[src/shared/dsk_pkg.sv]
// Shared constants and types for the decrement-and-skip execution unit
package dsk_pkg;

   localparam int          DATA_W          = 8;
   localparam int          ADDR_W          = 12;
   localparam int          BANK_W          = 4;

   // Destination and access select encodings
   localparam logic        DEST_ACCUM      = 1'h0;
   localparam logic        DEST_FILE       = 1'h1;
   localparam logic        ACC_FIXED       = 1'h0;
   localparam logic        ACC_BANKED      = 1'h1;

   // Address map of the fixed access bank
   localparam logic [7:0]  IDX_LIMIT       = 8'h5f;
   localparam logic [7:0]  ACC_SPLIT       = 8'h60;
   localparam logic [3:0]  ACC_HIGH_BANK   = 4'hf;
   localparam logic [3:0]  ACC_LOW_BANK    = 4'h0;

   // Arithmetic constants
   localparam logic [7:0]  DEC_STEP        = 8'h01;
   localparam logic [7:0]  ZERO_BYTE       = 8'h00;
   localparam logic [7:0]  ZERO_ADDR8      = 8'h00;

   // Instruction cycle totals
   localparam logic [1:0]  CYC_PLAIN       = 2'h1;
   localparam logic [1:0]  CYC_SKIP1       = 2'h2;
   localparam logic [1:0]  CYC_SKIP2       = 2'h3;

   // Execution states, Gray coded along idle, execute, nop, second nop
   typedef enum logic [1:0] {
      ST_IDLE = 2'h0,
      ST_EXEC = 2'h1,
      ST_NOP1 = 2'h3,
      ST_NOP2 = 2'h2
   } dsk_state_t;

endpackage

[src/rtl/dsk_exec.sv]
// Execution unit for decrement_skip_if_zero and decrement_skip_if_nonzero
`timescale 1ns/100ps
module dsk_exec (
   // Clock and reset
   input  wire logic        clk,
   input  wire logic        resetn,
   // Instruction issue
   input  wire logic        start,
   input  wire logic        skipOnNonzero,
   input  wire logic [7:0]  fileAddr,
   input  wire logic        destSel,
   input  wire logic        accessSel,
   input  wire logic        nextTwoWord,
   output logic             ready,
   // Core context
   input  wire logic        extEnable,
   input  wire logic [3:0]  bankSelect,
   input  wire logic [11:0] indexBase,
   // Data memory
   output logic      [11:0] memAddr,
   input  wire logic [7:0]  memRdData,
   output logic             fileWrEn,
   output logic      [7:0]  wrData,
   // Working accumulator
   output logic             accumWrEn,
   // Sequencing results
   output logic             discardNext,
   output logic             done,
   output logic      [1:0]  cycleCount,
   output logic             indexedUsed
);

   ////////////////////////////////////////////////////////////////////////////
   // State and next values

   dsk_pkg::dsk_state_t state;
   dsk_pkg::dsk_state_t next_state;
   logic             opNonzero;
   logic             next_opNonzero;
   logic             opDest;
   logic             next_opDest;
   logic             opTwoWord;
   logic             next_opTwoWord;
   logic      [11:0] next_memAddr;
   logic             next_fileWrEn;
   logic             next_accumWrEn;
   logic      [7:0]  next_wrData;
   logic             next_discardNext;
   logic             next_done;
   logic      [1:0]  next_cycleCount;
   logic             next_indexedUsed;
   logic      [11:0] formedAddr;
   logic             formedIndexed;
   logic      [7:0]  decResult;
   logic             skipNow;

   ////////////////////////////////////////////////////////////////////////////
   // Address forming

   dsk_addr_gen u_addr (
      .fileAddr    (fileAddr),
      .accessSel   (accessSel),
      .extEnable   (extEnable),
      .bankSelect  (bankSelect),
      .indexBase   (indexBase),
      .operandAddr (formedAddr),
      .indexedMode (formedIndexed)
   );

   // Issue is accepted only while idle
   assign ready = (state == dsk_pkg::ST_IDLE);

   // Eight-bit wrapping decrement and skip decision
   assign decResult = 8'(memRdData - dsk_pkg::DEC_STEP);
   assign skipNow   = opNonzero ? (decResult != dsk_pkg::ZERO_BYTE)
                                : (decResult == dsk_pkg::ZERO_BYTE);

   ////////////////////////////////////////////////////////////////////////////
   // Next-state and output computation

   always_comb begin
      next_state       = state;
      next_opNonzero   = opNonzero;
      next_opDest      = opDest;
      next_opTwoWord   = opTwoWord;
      next_memAddr     = memAddr;
      next_fileWrEn    = 1'b0;
      next_accumWrEn   = 1'b0;
      next_wrData      = wrData;
      next_discardNext = 1'b0;
      next_done        = 1'b0;
      next_cycleCount  = cycleCount;
      next_indexedUsed = indexedUsed;
      case (state)
         dsk_pkg::ST_IDLE: begin
            if (start) begin
               next_opNonzero   = skipOnNonzero;
               next_opDest      = destSel;
               next_opTwoWord   = nextTwoWord;
               next_memAddr     = formedAddr;
               next_indexedUsed = formedIndexed;
               next_state       = dsk_pkg::ST_EXEC;
            end
         end
         dsk_pkg::ST_EXEC: begin
            // Result goes to accumulator or back to the file byte
            next_wrData    = decResult;
            next_accumWrEn = (opDest == dsk_pkg::DEST_ACCUM);
            next_fileWrEn  = (opDest == dsk_pkg::DEST_FILE);
            if (skipNow) begin
               next_discardNext = 1'b1;
               next_state       = dsk_pkg::ST_NOP1;
            end else begin
               next_done       = 1'b1;
               next_cycleCount = dsk_pkg::CYC_PLAIN;
               next_state      = dsk_pkg::ST_IDLE;
            end
         end
         dsk_pkg::ST_NOP1: begin
            // First no-operation slot replaces the fetched word
            if (opTwoWord) begin
               next_discardNext = 1'b1;
               next_state       = dsk_pkg::ST_NOP2;
            end else begin
               next_done       = 1'b1;
               next_cycleCount = dsk_pkg::CYC_SKIP1;
               next_state      = dsk_pkg::ST_IDLE;
            end
         end
         dsk_pkg::ST_NOP2: begin
            // Second word of a skipped two-word instruction
            next_done       = 1'b1;
            next_cycleCount = dsk_pkg::CYC_SKIP2;
            next_state      = dsk_pkg::ST_IDLE;
         end
         default: begin
            next_state = dsk_pkg::ST_IDLE;
         end
      endcase
   end

   ////////////////////////////////////////////////////////////////////////////
   // Registers

   always_ff @(posedge clk or negedge resetn) begin
      if (!resetn) begin
         state       <= dsk_pkg::ST_IDLE;
         opNonzero   <= 1'b0;
         opDest      <= dsk_pkg::DEST_FILE;
         opTwoWord   <= 1'b0;
         memAddr     <= 12'h000;
         fileWrEn    <= 1'b0;
         accumWrEn   <= 1'b0;
         wrData      <= 8'h00;
         discardNext <= 1'b0;
         done        <= 1'b0;
         cycleCount  <= 2'h0;
         indexedUsed <= 1'b0;
      end else begin
         state       <= next_state;
         opNonzero   <= next_opNonzero;
         opDest      <= next_opDest;
         opTwoWord   <= next_opTwoWord;
         memAddr     <= next_memAddr;
         fileWrEn    <= next_fileWrEn;
         accumWrEn   <= next_accumWrEn;
         wrData      <= next_wrData;
         discardNext <= next_discardNext;
         done        <= next_done;
         cycleCount  <= next_cycleCount;
         indexedUsed <= next_indexedUsed;
      end
   end
endmodule

[src/rtl/dsk_addr_gen.sv]
// Operand address former for fixed, banked and indexed addressing
`timescale 1ns/100ps
module dsk_addr_gen (
   // Instruction fields
   input  wire logic [7:0]  fileAddr,
   input  wire logic        accessSel,
   // Core context
   input  wire logic        extEnable,
   input  wire logic [3:0]  bankSelect,
   input  wire logic [11:0] indexBase,
   // Formed address
   output logic      [11:0] operandAddr,
   output logic             indexedMode
);

   // Pick the addressing form of the operand
   always_comb begin
      indexedMode = (accessSel == dsk_pkg::ACC_FIXED) && extEnable
                    && (fileAddr <= dsk_pkg::IDX_LIMIT);
      if (indexedMode) begin
         operandAddr = 12'(indexBase + {4'h0, fileAddr});
      end else if (accessSel == dsk_pkg::ACC_BANKED) begin
         operandAddr = {bankSelect, fileAddr};
      end else if (fileAddr < dsk_pkg::ACC_SPLIT) begin
         operandAddr = {dsk_pkg::ACC_LOW_BANK, fileAddr};
      end else begin
         operandAddr = {dsk_pkg::ACC_HIGH_BANK, fileAddr};
      end
   end

endmodule

[config.mk]
export PLATFORM = sky130hd
export DESIGN_NAME = dsk_exec
export DESIGN_NICKNAME = d
export VERILOG_FILES = /design/src/shared/dsk_pkg.sv /design/src/rtl/dsk_exec.sv /design/src/rtl/dsk_addr_gen.sv
export SDC_FILE = /design/constraint.sdc
export NUM_CORES = 1
export LEC_CHECK = 0
export ABC_AREA = 1
export BUFFER_PORTS_ARGS = -buffer_cell sky130_fd_sc_hd__buf_2
export CAP_MARGIN = 20
export CORE_MARGIN = 2
export CORE_UTILIZATION = 48
export CTS_CLUSTER_DIAMETER = 30
export DETAILED_ROUTE_END_ITERATION = 10
export GPL_TIMING_DRIVEN = 0
export MAX_ROUTING_LAYER = met4
export PLACE_DENSITY = 0.81
export SETUP_SLACK_MARGIN = 0.1
export SLEW_MARGIN = 20
export SYNTH_ARGS = -nofsm -noshare
export SYNTH_HDL_FRONTEND = slang
export SYNTH_SLANG_ARGS = --single-unit
[constraint.sdc]
create_clock -name clk -period 3.75 [get_ports clk]
set_clock_uncertainty 0.2 [all_clocks]
set_input_delay 0.1875 -clock clk [delete_from_list [all_inputs] [get_ports clk]]
set_output_delay 0.1875 -clock clk [all_outputs]
set_load 0.01 [all_outputs]
-- Word level (Yosys, flattened, before mapping)
Cells that the tools add are included.
- register bits after elaboration: 32
- input port bits: 40
- output and inout bits: 28
- logic and storage cells: 51
- add/sub/neg operators: 2
- magnitude comparators: 2
- eq/ne operators: 6
- muxes and demuxes: 19
- bitwise gates (word level): 2
- reductions and logical operators: 8
- operator list (operator ; count):
    12-bit 2-to-1 mux ; 3
    12-bit by 8-bit adder with 12-bit output ; 1
    2-bit 2-to-1 mux ; 5
    8-bit by 7-bit less-or-equal comparator with 1-bit output (second input constant) ; 1
    8-bit logical NOT ; 1
    8-bit by 7-bit less-than comparator with 1-bit output (second input constant) ; 1
    2-bit case mux with 4 select lines ; 1
    8-bit nonzero test ; 1
    8-bit by 1-bit subtractor with 8-bit output (second input constant) ; 1
    1-bit 2-to-1 mux ; 7
    2-bit != test (second input constant) ; 3
    2-bit case mux with 3 select lines ; 1
    2-bit == test (second input constant) ; 2
    1-bit case mux with 3 select lines ; 1
    3-bit AND reduction ; 1
    3-bit nonzero test ; 1
    2-bit by 1-bit == test with 1-bit output (second input constant) ; 1
    1-bit logical AND ; 2
    2-bit logical NOT ; 1
    1-bit NOT ; 2
    1-bit case mux with 2 select lines ; 1
    2-bit AND reduction ; 1

-- Depth between registers and ports, before layout
Gate-level depths: netlist of the first run.
- word-level depth: 5
- depth in mapped cells: 13
- depth with buffers taken out: 13

-- Cells and area by module
From an unflattened synthesis of the first run, not the netlist that was laid out.
- cells, all modules: 292
- area total of the unflattened synthesis: 2183.3 sq um
- by module, submodules not included (module ; instances ; cells an instance ; area an instance (sq um) ; seq. area each (sq um)):
    dsk_exec ; 1 ; 145 ; 1438.9 ; 802.0
    dsk_addr_gen ; 1 ; 147 ; 744.5 ; 0.0

-- Worst setup path after synthesis of the first run
OpenSTA, ideal clock, no wires.
- path type: input -> register
- start point: input fileAddr[0]
- end point: register memAddr[10]
- setup time: 127 ps
- arrival: 1342 ps
- data required time: 3423 ps
- slack: 2081 ps
- stages on the path: 10
- path through: ha_1 fa_1 nand3_1 nand2_1 nand2_1 nand3_1 nand3_1 nand2_1 o211ai_1 a21oi_1
- word-level cells in the longest chain between the ends: 4
- elaborated cells between the ends (all ways): 7
- ends and longest elaborated chain (item ; line ; text):
    start, declared ; dsk_exec.sv:10 ; input wire logic [7:0] fileAddr,
    8-bit by 7-bit less-than comparator with 1-bit output ; dsk_addr_gen.sv:24 ; end else if (fileAddr < dsk_pkg::ACC_SPLIT) begin
    12-bit 2-to-1 mux ; dsk_addr_gen.sv:24 ;
    12-bit 2-to-1 mux ; dsk_addr_gen.sv:22 ; end else if (accessSel == dsk_pkg::ACC_BANKED) begin
    12-bit 2-to-1 mux * ; dsk_addr_gen.sv:20 ; if (indexedMode) begin
    end signal, assigned ; dsk_exec.sv:164 ; memAddr <= next_memAddr;
    end, declared ; dsk_exec.sv:20 ; output logic [11:0] memAddr,
Mark *: on every way between the ends. The rest lies on a longest branch, timed or not.
A chain may end at the register's enable or synchronous reset.

-- Final worst setup path of the first run
- start point: input fileAddr[4]
- end point: register memAddr[11]
Same word-level chain as after synthesis.

==> results of run 1 <==
==> critical path, stage by stage <==
cell,delay (ns)
dlygate4sd3_1,0.53
buf_2,0.14
ha_1,0.38
a21oi_1,0.24
o21ai_1,0.13
a21oi_1,0.19
nand2_1,0.07
nand2_1,0.06
nand3_1,0.07
a21oi_1,0.12
dlygate4sd3_1,0.55
==> final timing paths <==
check	from	endpoint	slack, ns	cells past startpoint
min	bankSelect[1]	memAddr[9]	0.008	3
max reg2reg	state[1]	memAddr[11]	1.46	7
max	fileAddr[4]	memAddr[11]	1.09	11
max in group asynchronous	resetn	discardNext	2.57	2
min reg2reg	memAddr[7]	memAddr[7]	0.28	2
min in group asynchronous	resetn	wrData[6]	0.31	2
==> layout make-up <==
type / instances / area share (%)
timing repair buffer: 80 / 17.83
sequential: 32 / 30.73
tap: 50 / 2.397
multi-input combinational: 203 / 41.75
clock buffer: 6 / 2.780
inverter: 26 / 3.739
clock inverter: 1 / 0.1918
buffer: 3 / 0.5753
==> per-layer routing <==
layer / vias to the layer above / wire (microns) / track usage, %
met5: - / 0 / -
met4: 0 / 69 / 8.500
met2: 69 / 2479 / 41.95
li1: 1054 / - / -
met3: 7 / 269 / 4.383
met1: 923 / 2095 / 23.96
==> power by group <==
group          total, mW  switching, mW  internal, mW
Sequential         0.600         0.0867         0.514
Combinational      0.695          0.414         0.281
Clock              0.245          0.119         0.126
Total               1.54          0.619         0.920
==> cells in the final DEF (no fill, tap or decap), types with 3 or more instances in the layout <==
master         synthesis  layout
inv_1                 22      22
dlygate4sd3_1          0      13
o21ai_1                4       4
clkbuf_1               2       3
nand3b_1               3       3
ha_1                  10      10
nor2_2                 3       3
clkbuf_8               0       5
dfrtp_1               31      31
o211ai_1               3       3
nand3_1               31      31
a21oi_1               16      16
nand2_1               71      71
nand2_2                3       3
inv_2                  3       3
nor2_4                 4       4
a31oi_1                4       4
nor2_1                22      22
buf_2                  0      67
nand4_1                4       4
o21ai_0               13      13
==> kinds of logic (layout without fill, tap and decap cells) <==
| logic type | count (synthesis) | in the layout | synth area share (%) |
|---|---|---|---|
| buffers and inverters | 29 | 116 | 5.618 |
| AO/OA/AOI/OAI | 45 | 45 | 12.67 |
| adder cells (fa/ha/maj) | 11 | 11 | 7.241 |
| XOR/XNOR | 2 | 2 | 0.8741 |
| flip-flops | 32 | 32 | 40.01 |
| AND/OR/NAND/NOR | 145 | 145 | 33.58 |
==> state kept, by name (all words and copies together), names as in the netlist, 2 cells and up <==
signal	count
cycleCount	2
memAddr	12
state	2
wrData	8
==> through the flow <==
| step | hold slack [ns] | cell area [sq um] | instances | util (%) |
|---|---|---|---|---|
| 6_report | 0.007852 | 2610 | 401 | 65.25 |
| 5_1_grt | 0.02003 | 2610 | 401 | 65.25 |
| 4_1_cts | 0.0002647 | 2610 | 401 | 65.25 |
| 3_5_place_dp | 0.08542 | 2402 | 381 | 60.06 |
| 3_3_place_gp | 0.08234 | 2402 | 381 | 60.06 |
| 2_1_floorplan | -0.3081 | 2004 | 264 | - |
==> timing repair <==
| action | in CTS | in global routing |
|---|---|---|
| setup buffers | 0 | 0 |
| endpoints found under the setup margin | 0 | 0 |
| hold buffers | 13 | 0 |
| endpoints found under the hold margin | 42 | 0 |
==> results by stage, run 1 <==
Run status:
- The run finished with clean final reports.

Layout:
- In the final layout, flip-flops and latches occupy 802.0 sq um.
- The fraction of final layout cells sized beyond drive strength 1 is 26.50%.
- The total area of multi-input combinational cells is 1090 sq um.
- The area growth from synthesis to final layout is 30.21%.
- 0 antenna diodes ended up in the layout.
- At the end of the flow, the number of nets in the layout was 402.
- Fill cells in the final layout number 335.

Global route:
- Across every metal layer, demand over resource in global routing totals 22.80%.
- The first-pass GRT wire length is 7728 microns.
- The number of antenna violations at the first check in global routing was 0.
- The number of global-route vias before repair is 1857.
- Global routing finished with a remaining overflow of 0.
- Entering global routing, the biggest net connects 33 pins.

Setup path:
- STA classifies the critical path endpoint as a register.
- STA classifies the critical path startpoint as an input pin.
- At the worst endpoint, the required time is 3.77 ns.
- The arrival time at the worst endpoint is 2.68 ns.
- In this run the worst path has a maximum fanout of 7.
- The worst setup path category is input pin to register.

Clock network:
- TritonCTS created 5 clock buffers.
- The clock tree root driver cell is clkbuf_8.
- The H-tree was split into 2 levels.
- The clock reaches the later pin of the worst-skew pair after 0.28 ns.
- The clock transition at the registers of the reported paths is 0.07 ns.
- In this run, post-CTS repair resized a total of 0 instances.
- TritonCTS built the clock tree.
- The maximum number of buffers from clock root to sink is 2.
- CTS saw 32 sinks.

Synthesis:
- The number of warnings reported in the yosys synthesis log is 0.
- Sorting the synthesized cells by how often they occur yields nand2_1, dfrtp_1, nand3_1.
- Each instance of the synthesized netlist takes up on average 7.593 sq um.
- The post-synthesis net count is 315.
- Of all flip-flops after synthesis, the portion carrying an async set or reset was 100.0%.
- After synthesis, the largest area contributor takes up 38.70% of total cell area.
- The cell count after synthesis is 264.
- The synthesized design contains 32 register bits.
- The mapped cell area is 2004 sq um.
- Yosys mapped the design onto 32 distinct sky130hd cell types.
- Among all cell types in the netlist, the one instantiated most often is nand2_1.
- The share of synthesized area occupied by flip-flops and latches is 40.01%.
- The count of flip-flops with a built-in enable after synthesis is 0.
- Of all cell types, the one taking the most synthesized area is dfrtp_1.
- Among all flip-flop cells after synthesis, the most frequent one is dfrtp_1.
- By area the synthesized netlist is led by dfrtp_1, nand2_1, nand3_1.

Flow run:
- The tool flagged a number of max-cap violations equal to 0.

Detailed routing:
- The overall routed net length is 4913 microns.
- The total DRC errors in the routed layout is 0.
- The via count is 2053.
- The routed length per placed instance is 12.25 microns.
- The initial detailed-routing violation count is 94.
- The remaining number of nets flagged by the antenna check after routing is 0.
- The per-cell via count in the routed design is 5.120.
- The first detailed-routing pass took 4 iterations.

Floorplan:
- From bottom edge to top edge, the die measures 68.62 microns.
- The die width is 68.62 microns.
- In this run the count of I/O pins placed on the die edge is 68.
- The number of placement rows is 23.
- The core region is 4000 sq um.
- The floorplan step defined a die boundary enclosing 4709 sq um.
- The starting utilization of the core area is 50.11%.

Pwr:
- The power density relative to cell area is 589.9 nW/um^2.
- The static leakage power is 1.362 nW.
- Summing internal, switching and leakage power gives 1.540 mW.
- The maximum resistive drop on vdd is 0.2516 mV.

Timing:
- The time the final worst path needs with I/O delays and setup is 2.658 ns.
- The post-route fraction of the period consumed by the critical path is 70.89%.
- The worst-margin pin slew is 0.7242 ns.
- Setup repair after global routing left no endpoint under its margin.
- Setup violations remaining at the end of the flow were counted as 0.
- The upper clock frequency limit is 376.2 MHz.
- After layout, the worst setup slack is 1.092 ns.
- Adding up every negative setup slack in the final design gives 0 ns.
- The final count of hold timing violations was 0.
- The worst pin sits at a relative slew slack of 51.72%.
- The max-slew violation count is 0.

Placement:
- The half-perimeter wire length of the detailed placement result is 3678 microns.
- The congestion estimate from routability-driven global placement came to 0.8518.
- The count of buffers from port buffering is 67.
- Before CTS, the worst setup slack after placement is 1.787 ns.

Worst hold path:
- The worst hold-check path type is input pin to register.
No activity file was read; power rests on OpenSTA's default activity.
==> run 2: changes to the inputs <==
- CORE_UTILIZATION: 48 -> 45
- PLACE_DENSITY: 0.81 -> 0.8
- clock period: 3.75 -> 2.4 ns (I/O delays scaled with it)
==> results by stage, run 2 (synthesis gave the netlist of run 1 again) <==
Clock network:
- The number of H-tree levels is 2 (unchanged).
- The CTS sink count came to 32 (unchanged).
- The TritonCTS clock tree is done (unchanged).
- The clock insertion delay at the later pin of the skew report is 0.27 ns (was 0.28 ns).
- The number of buffers created by CTS is 5 (unchanged).
- The clock tree root driver cell is clkbuf_8 (unchanged).
- The maximum number of buffers from clock root to sink is 2 (unchanged).
- The clock transition at the registers of the reported paths came to 0.06 ns (was 0.07 ns).

Pwr:
- The switching power total is 0.9803 mW (was 0.6194 mW).
- The power density relative to cell area was 898.5 nW/um^2 (was 589.9 nW/um^2).
- The switching share of power is 40.35% (was 40.23%).
- The maximum resistive drop on vdd is 0.3135 mV (was 0.2516 mV).
- The internal power contribution came to 1.449 mW (was 0.9203 mW).
- The overall power is 2.430 mW (was 1.540 mW).
- The combinational fraction of design power is 45.4% (was 45.1%).
- The part of the total power dissipated in sequential elements was 38.8% (was 39.0%).
- The static leakage power is 1.404 nW (was 1.362 nW).
- The clock power share is 15.8% (was 15.9%).

Setup path:
- The worst setup path category is input pin to register (unchanged).
- The startpoint kind of the worst setup timing path is an input pin (unchanged).
- The data required time of the critical path is 2.35 ns (was 3.77 ns).
- The number of cells on the worst reg-to-reg path came to 6 (was 7).
- The critical path endpoint category is a register (unchanged).
- The peak fanout along the critical path is 4 (was 7).
- The arrival time at the worst endpoint is 2.11 ns (was 2.68 ns).

Timing:
- The upper clock frequency limit is 465.0 MHz.
- Setup repair after global routing missed its margin: no (unchanged).
- The final count of hold timing violations is 0 (unchanged).
- The time the final worst path needs with I/O delays and setup is 2.151 ns.
- The max-slew violation count is 0 (unchanged).
- The worst slew margin relative to its limit was 53.18% (was 51.72%).
- The total of endpoints with negative setup slack in the final report is 0 (unchanged).
- The post-route worst hold slack is 0.01629 ns (was 0.007852 ns).
- The worst-margin pin slew is 0.7022 ns (was 0.7242 ns).
- The setup TNS after final layout was 0 ns (unchanged).
- The worst path setup slack after routing is 0.2495 ns (was 1.092 ns).
- The post-route fraction of the period consumed by the critical path is 89.61%.

Worst hold path:
- The cell depth of the worst hold path was 3 (unchanged).
- The worst hold-check path type is input pin to register (unchanged).

Global route:
- The met3 usage is 4.416% (was 4.383%).
- The number of antenna violations at the first check in global routing is 0 (unchanged).
- The first-pass GRT wire length was 8576 microns (was 7728 microns).
- The met1 routing resource usage after global routing is 23.97% (was 23.96%).
- The number of global-route vias before repair is 2027 (was 1857).
- The layer with the highest usage is met2 (unchanged).
- The total grt overflow is 0 (unchanged).
- The total routing usage reported by global routing is 21.83% (was 22.80%).
- The global routing met2 resource utilization came to 39.98% (was 41.95%).
- The largest net degree at the start of global routing is 33 (unchanged).

Floorplan:
- The count of boundary I/O pins is 68 (unchanged).
- The number of placement rows was 24 (was 23).
- The placeable core region is 4324 sq um (was 4000 sq um).
- The total die area was 5004 sq um (was 4709 sq um).
- The height of the chip is 70.74 microns (was 68.62 microns).
- The die width is 70.74 microns (was 68.62 microns).
- The starting utilization of the core area is 46.35% (was 50.11%).

Detailed routing:
- The iteration count of the initial detailed-routing pass came to 4 (unchanged).
- The per-cell via count in the routed design is 5.032 (was 5.120).
- The total DRC errors in the routed layout is 0 (unchanged).
- The routed length per placed instance was 12.15 microns (was 12.25 microns).
- The via count is 2073 (was 2053).
- The initial detailed-routing violation count is 102 (was 94).
- The remaining number of nets flagged by the antenna check after routing is 0 (unchanged).
- The overall routed net length came to 5005 microns (was 4913 microns).

Run status:
- Outcome: finished clean (unchanged).

Layout:
- The number of filler cells placed in the layout is 384 (was 335).
- The flip-flop count of the largest register, all copies and words added is 12 (unchanged).
- The area occupied by registers came to 802.0 sq um (unchanged).
- The area growth from synthesis to final layout is 34.89% (was 30.21%).
- The post-layout net count came to 411 (was 402).
- The register with the most flip-flops was memAddr (unchanged).
- The total area of multi-input combinational cells was 1090 sq um (unchanged).
- The most common cell after layout, fill and taps aside is nand2_1 (unchanged).
- The number of inserted diodes came to 0 (unchanged).
- Most used cells in the layout excluding fill and tap cells: nand2_1, buf_2, nand3_1, dfrtp_1 (unchanged).
- The fraction of final layout cells sized beyond drive strength 1 came to 26.11% (was 26.50%).
- Top Registers: memAddr (12), wrData (8) (unchanged).

Placement:
- The worst slack at placement is 0.5140 ns (was 1.787 ns).
- The placer's final routability congestion estimate is 0.8623 (was 0.8518).
- The half-perimeter wire length of the detailed placement result is 3825 microns (was 3678 microns).
- The count of buffers from port buffering is 67 (unchanged).

Flow run:
- The max-capacitance violation count is 0 (unchanged).
run 2: cell count changes in the layout (fill, tap and decap cells not counted), sizes merged:
| cell | delta |
|---|---|
| dlygate4sd3 | +9 |
run 2: path summary, 6_finish.rpt:
kind	startpoint	end	slack, ns
max	fileAddr[0]	memAddr[10]	0.25
min	accessSel	memAddr[9]	0.02
max reg2reg	state[1]	memAddr[0]	0.32
min reg2reg	wrData[0]	wrData[0]	0.28
max in group asynchronous	resetn	memAddr[10]	1.33
min in group asynchronous	resetn	wrData[0]	0.22
run 2: layout make-up:
class	instances	area share, %
Buffer	3	0.6016
Clock inverter	1	0.1851
Clock buffer	6	2.684
Sequential cell	32	29.66
Tap cell	52	2.406
Inverter	26	3.609
Timing Repair Buffer	89	20.55
Multi-Input combinational cell	203	40.31
run 2: what timing repair did:
| item | 4_1_cts | 5_1_grt |
|---|---|---|
| resized for setup | 0 | 2 |
| setup endpoints to repair | 0 | 1 |
| hold endpoints to repair | 48 | 0 |
| buffers inserted | 0 | 0 |
| hold buffers | 22 | 0 |
run 2: per-stage QoR:
step	cells	util, %	instance area [sq um]
floorplan	264	-	2004
global placement	383	55.61	2405
detailed placement	383	55.61	2405
CTS	412	62.50	2703
global route	412	62.53	2704
finish	412	62.53	2704
run 2: worst max-delay path: stages:
cell and delay [ns]:
dlygate4sd3_1 0.53, buf_2 0.13, ha_1 0.23, fa_1 0.41, nand3_1 0.09, nand2_1 0.10
nand2_1 0.08, nand3_1 0.10, nand3_1 0.09, nand2_1 0.05, o211ai_1 0.09, a21oi_1 0.09
run 2: layer usage:
layer,wire (microns),share of wire [%]
met1,2107,42
met2,2569,51
met3,253,5.1
met4,74,1.5
met5,0,0
run 2: power groups by stage:
stage                     Combinational (mW)  Sequential [mW]  Clock, mW
after floorplan                        0.549             1.04          0
after global routing                    1.26            0.976      0.413
after detailed placement                1.07            0.947          0
after global placement                  1.03            0.938          0
after CTS                               1.12            0.939      0.390
final                                   1.10            0.942      0.384
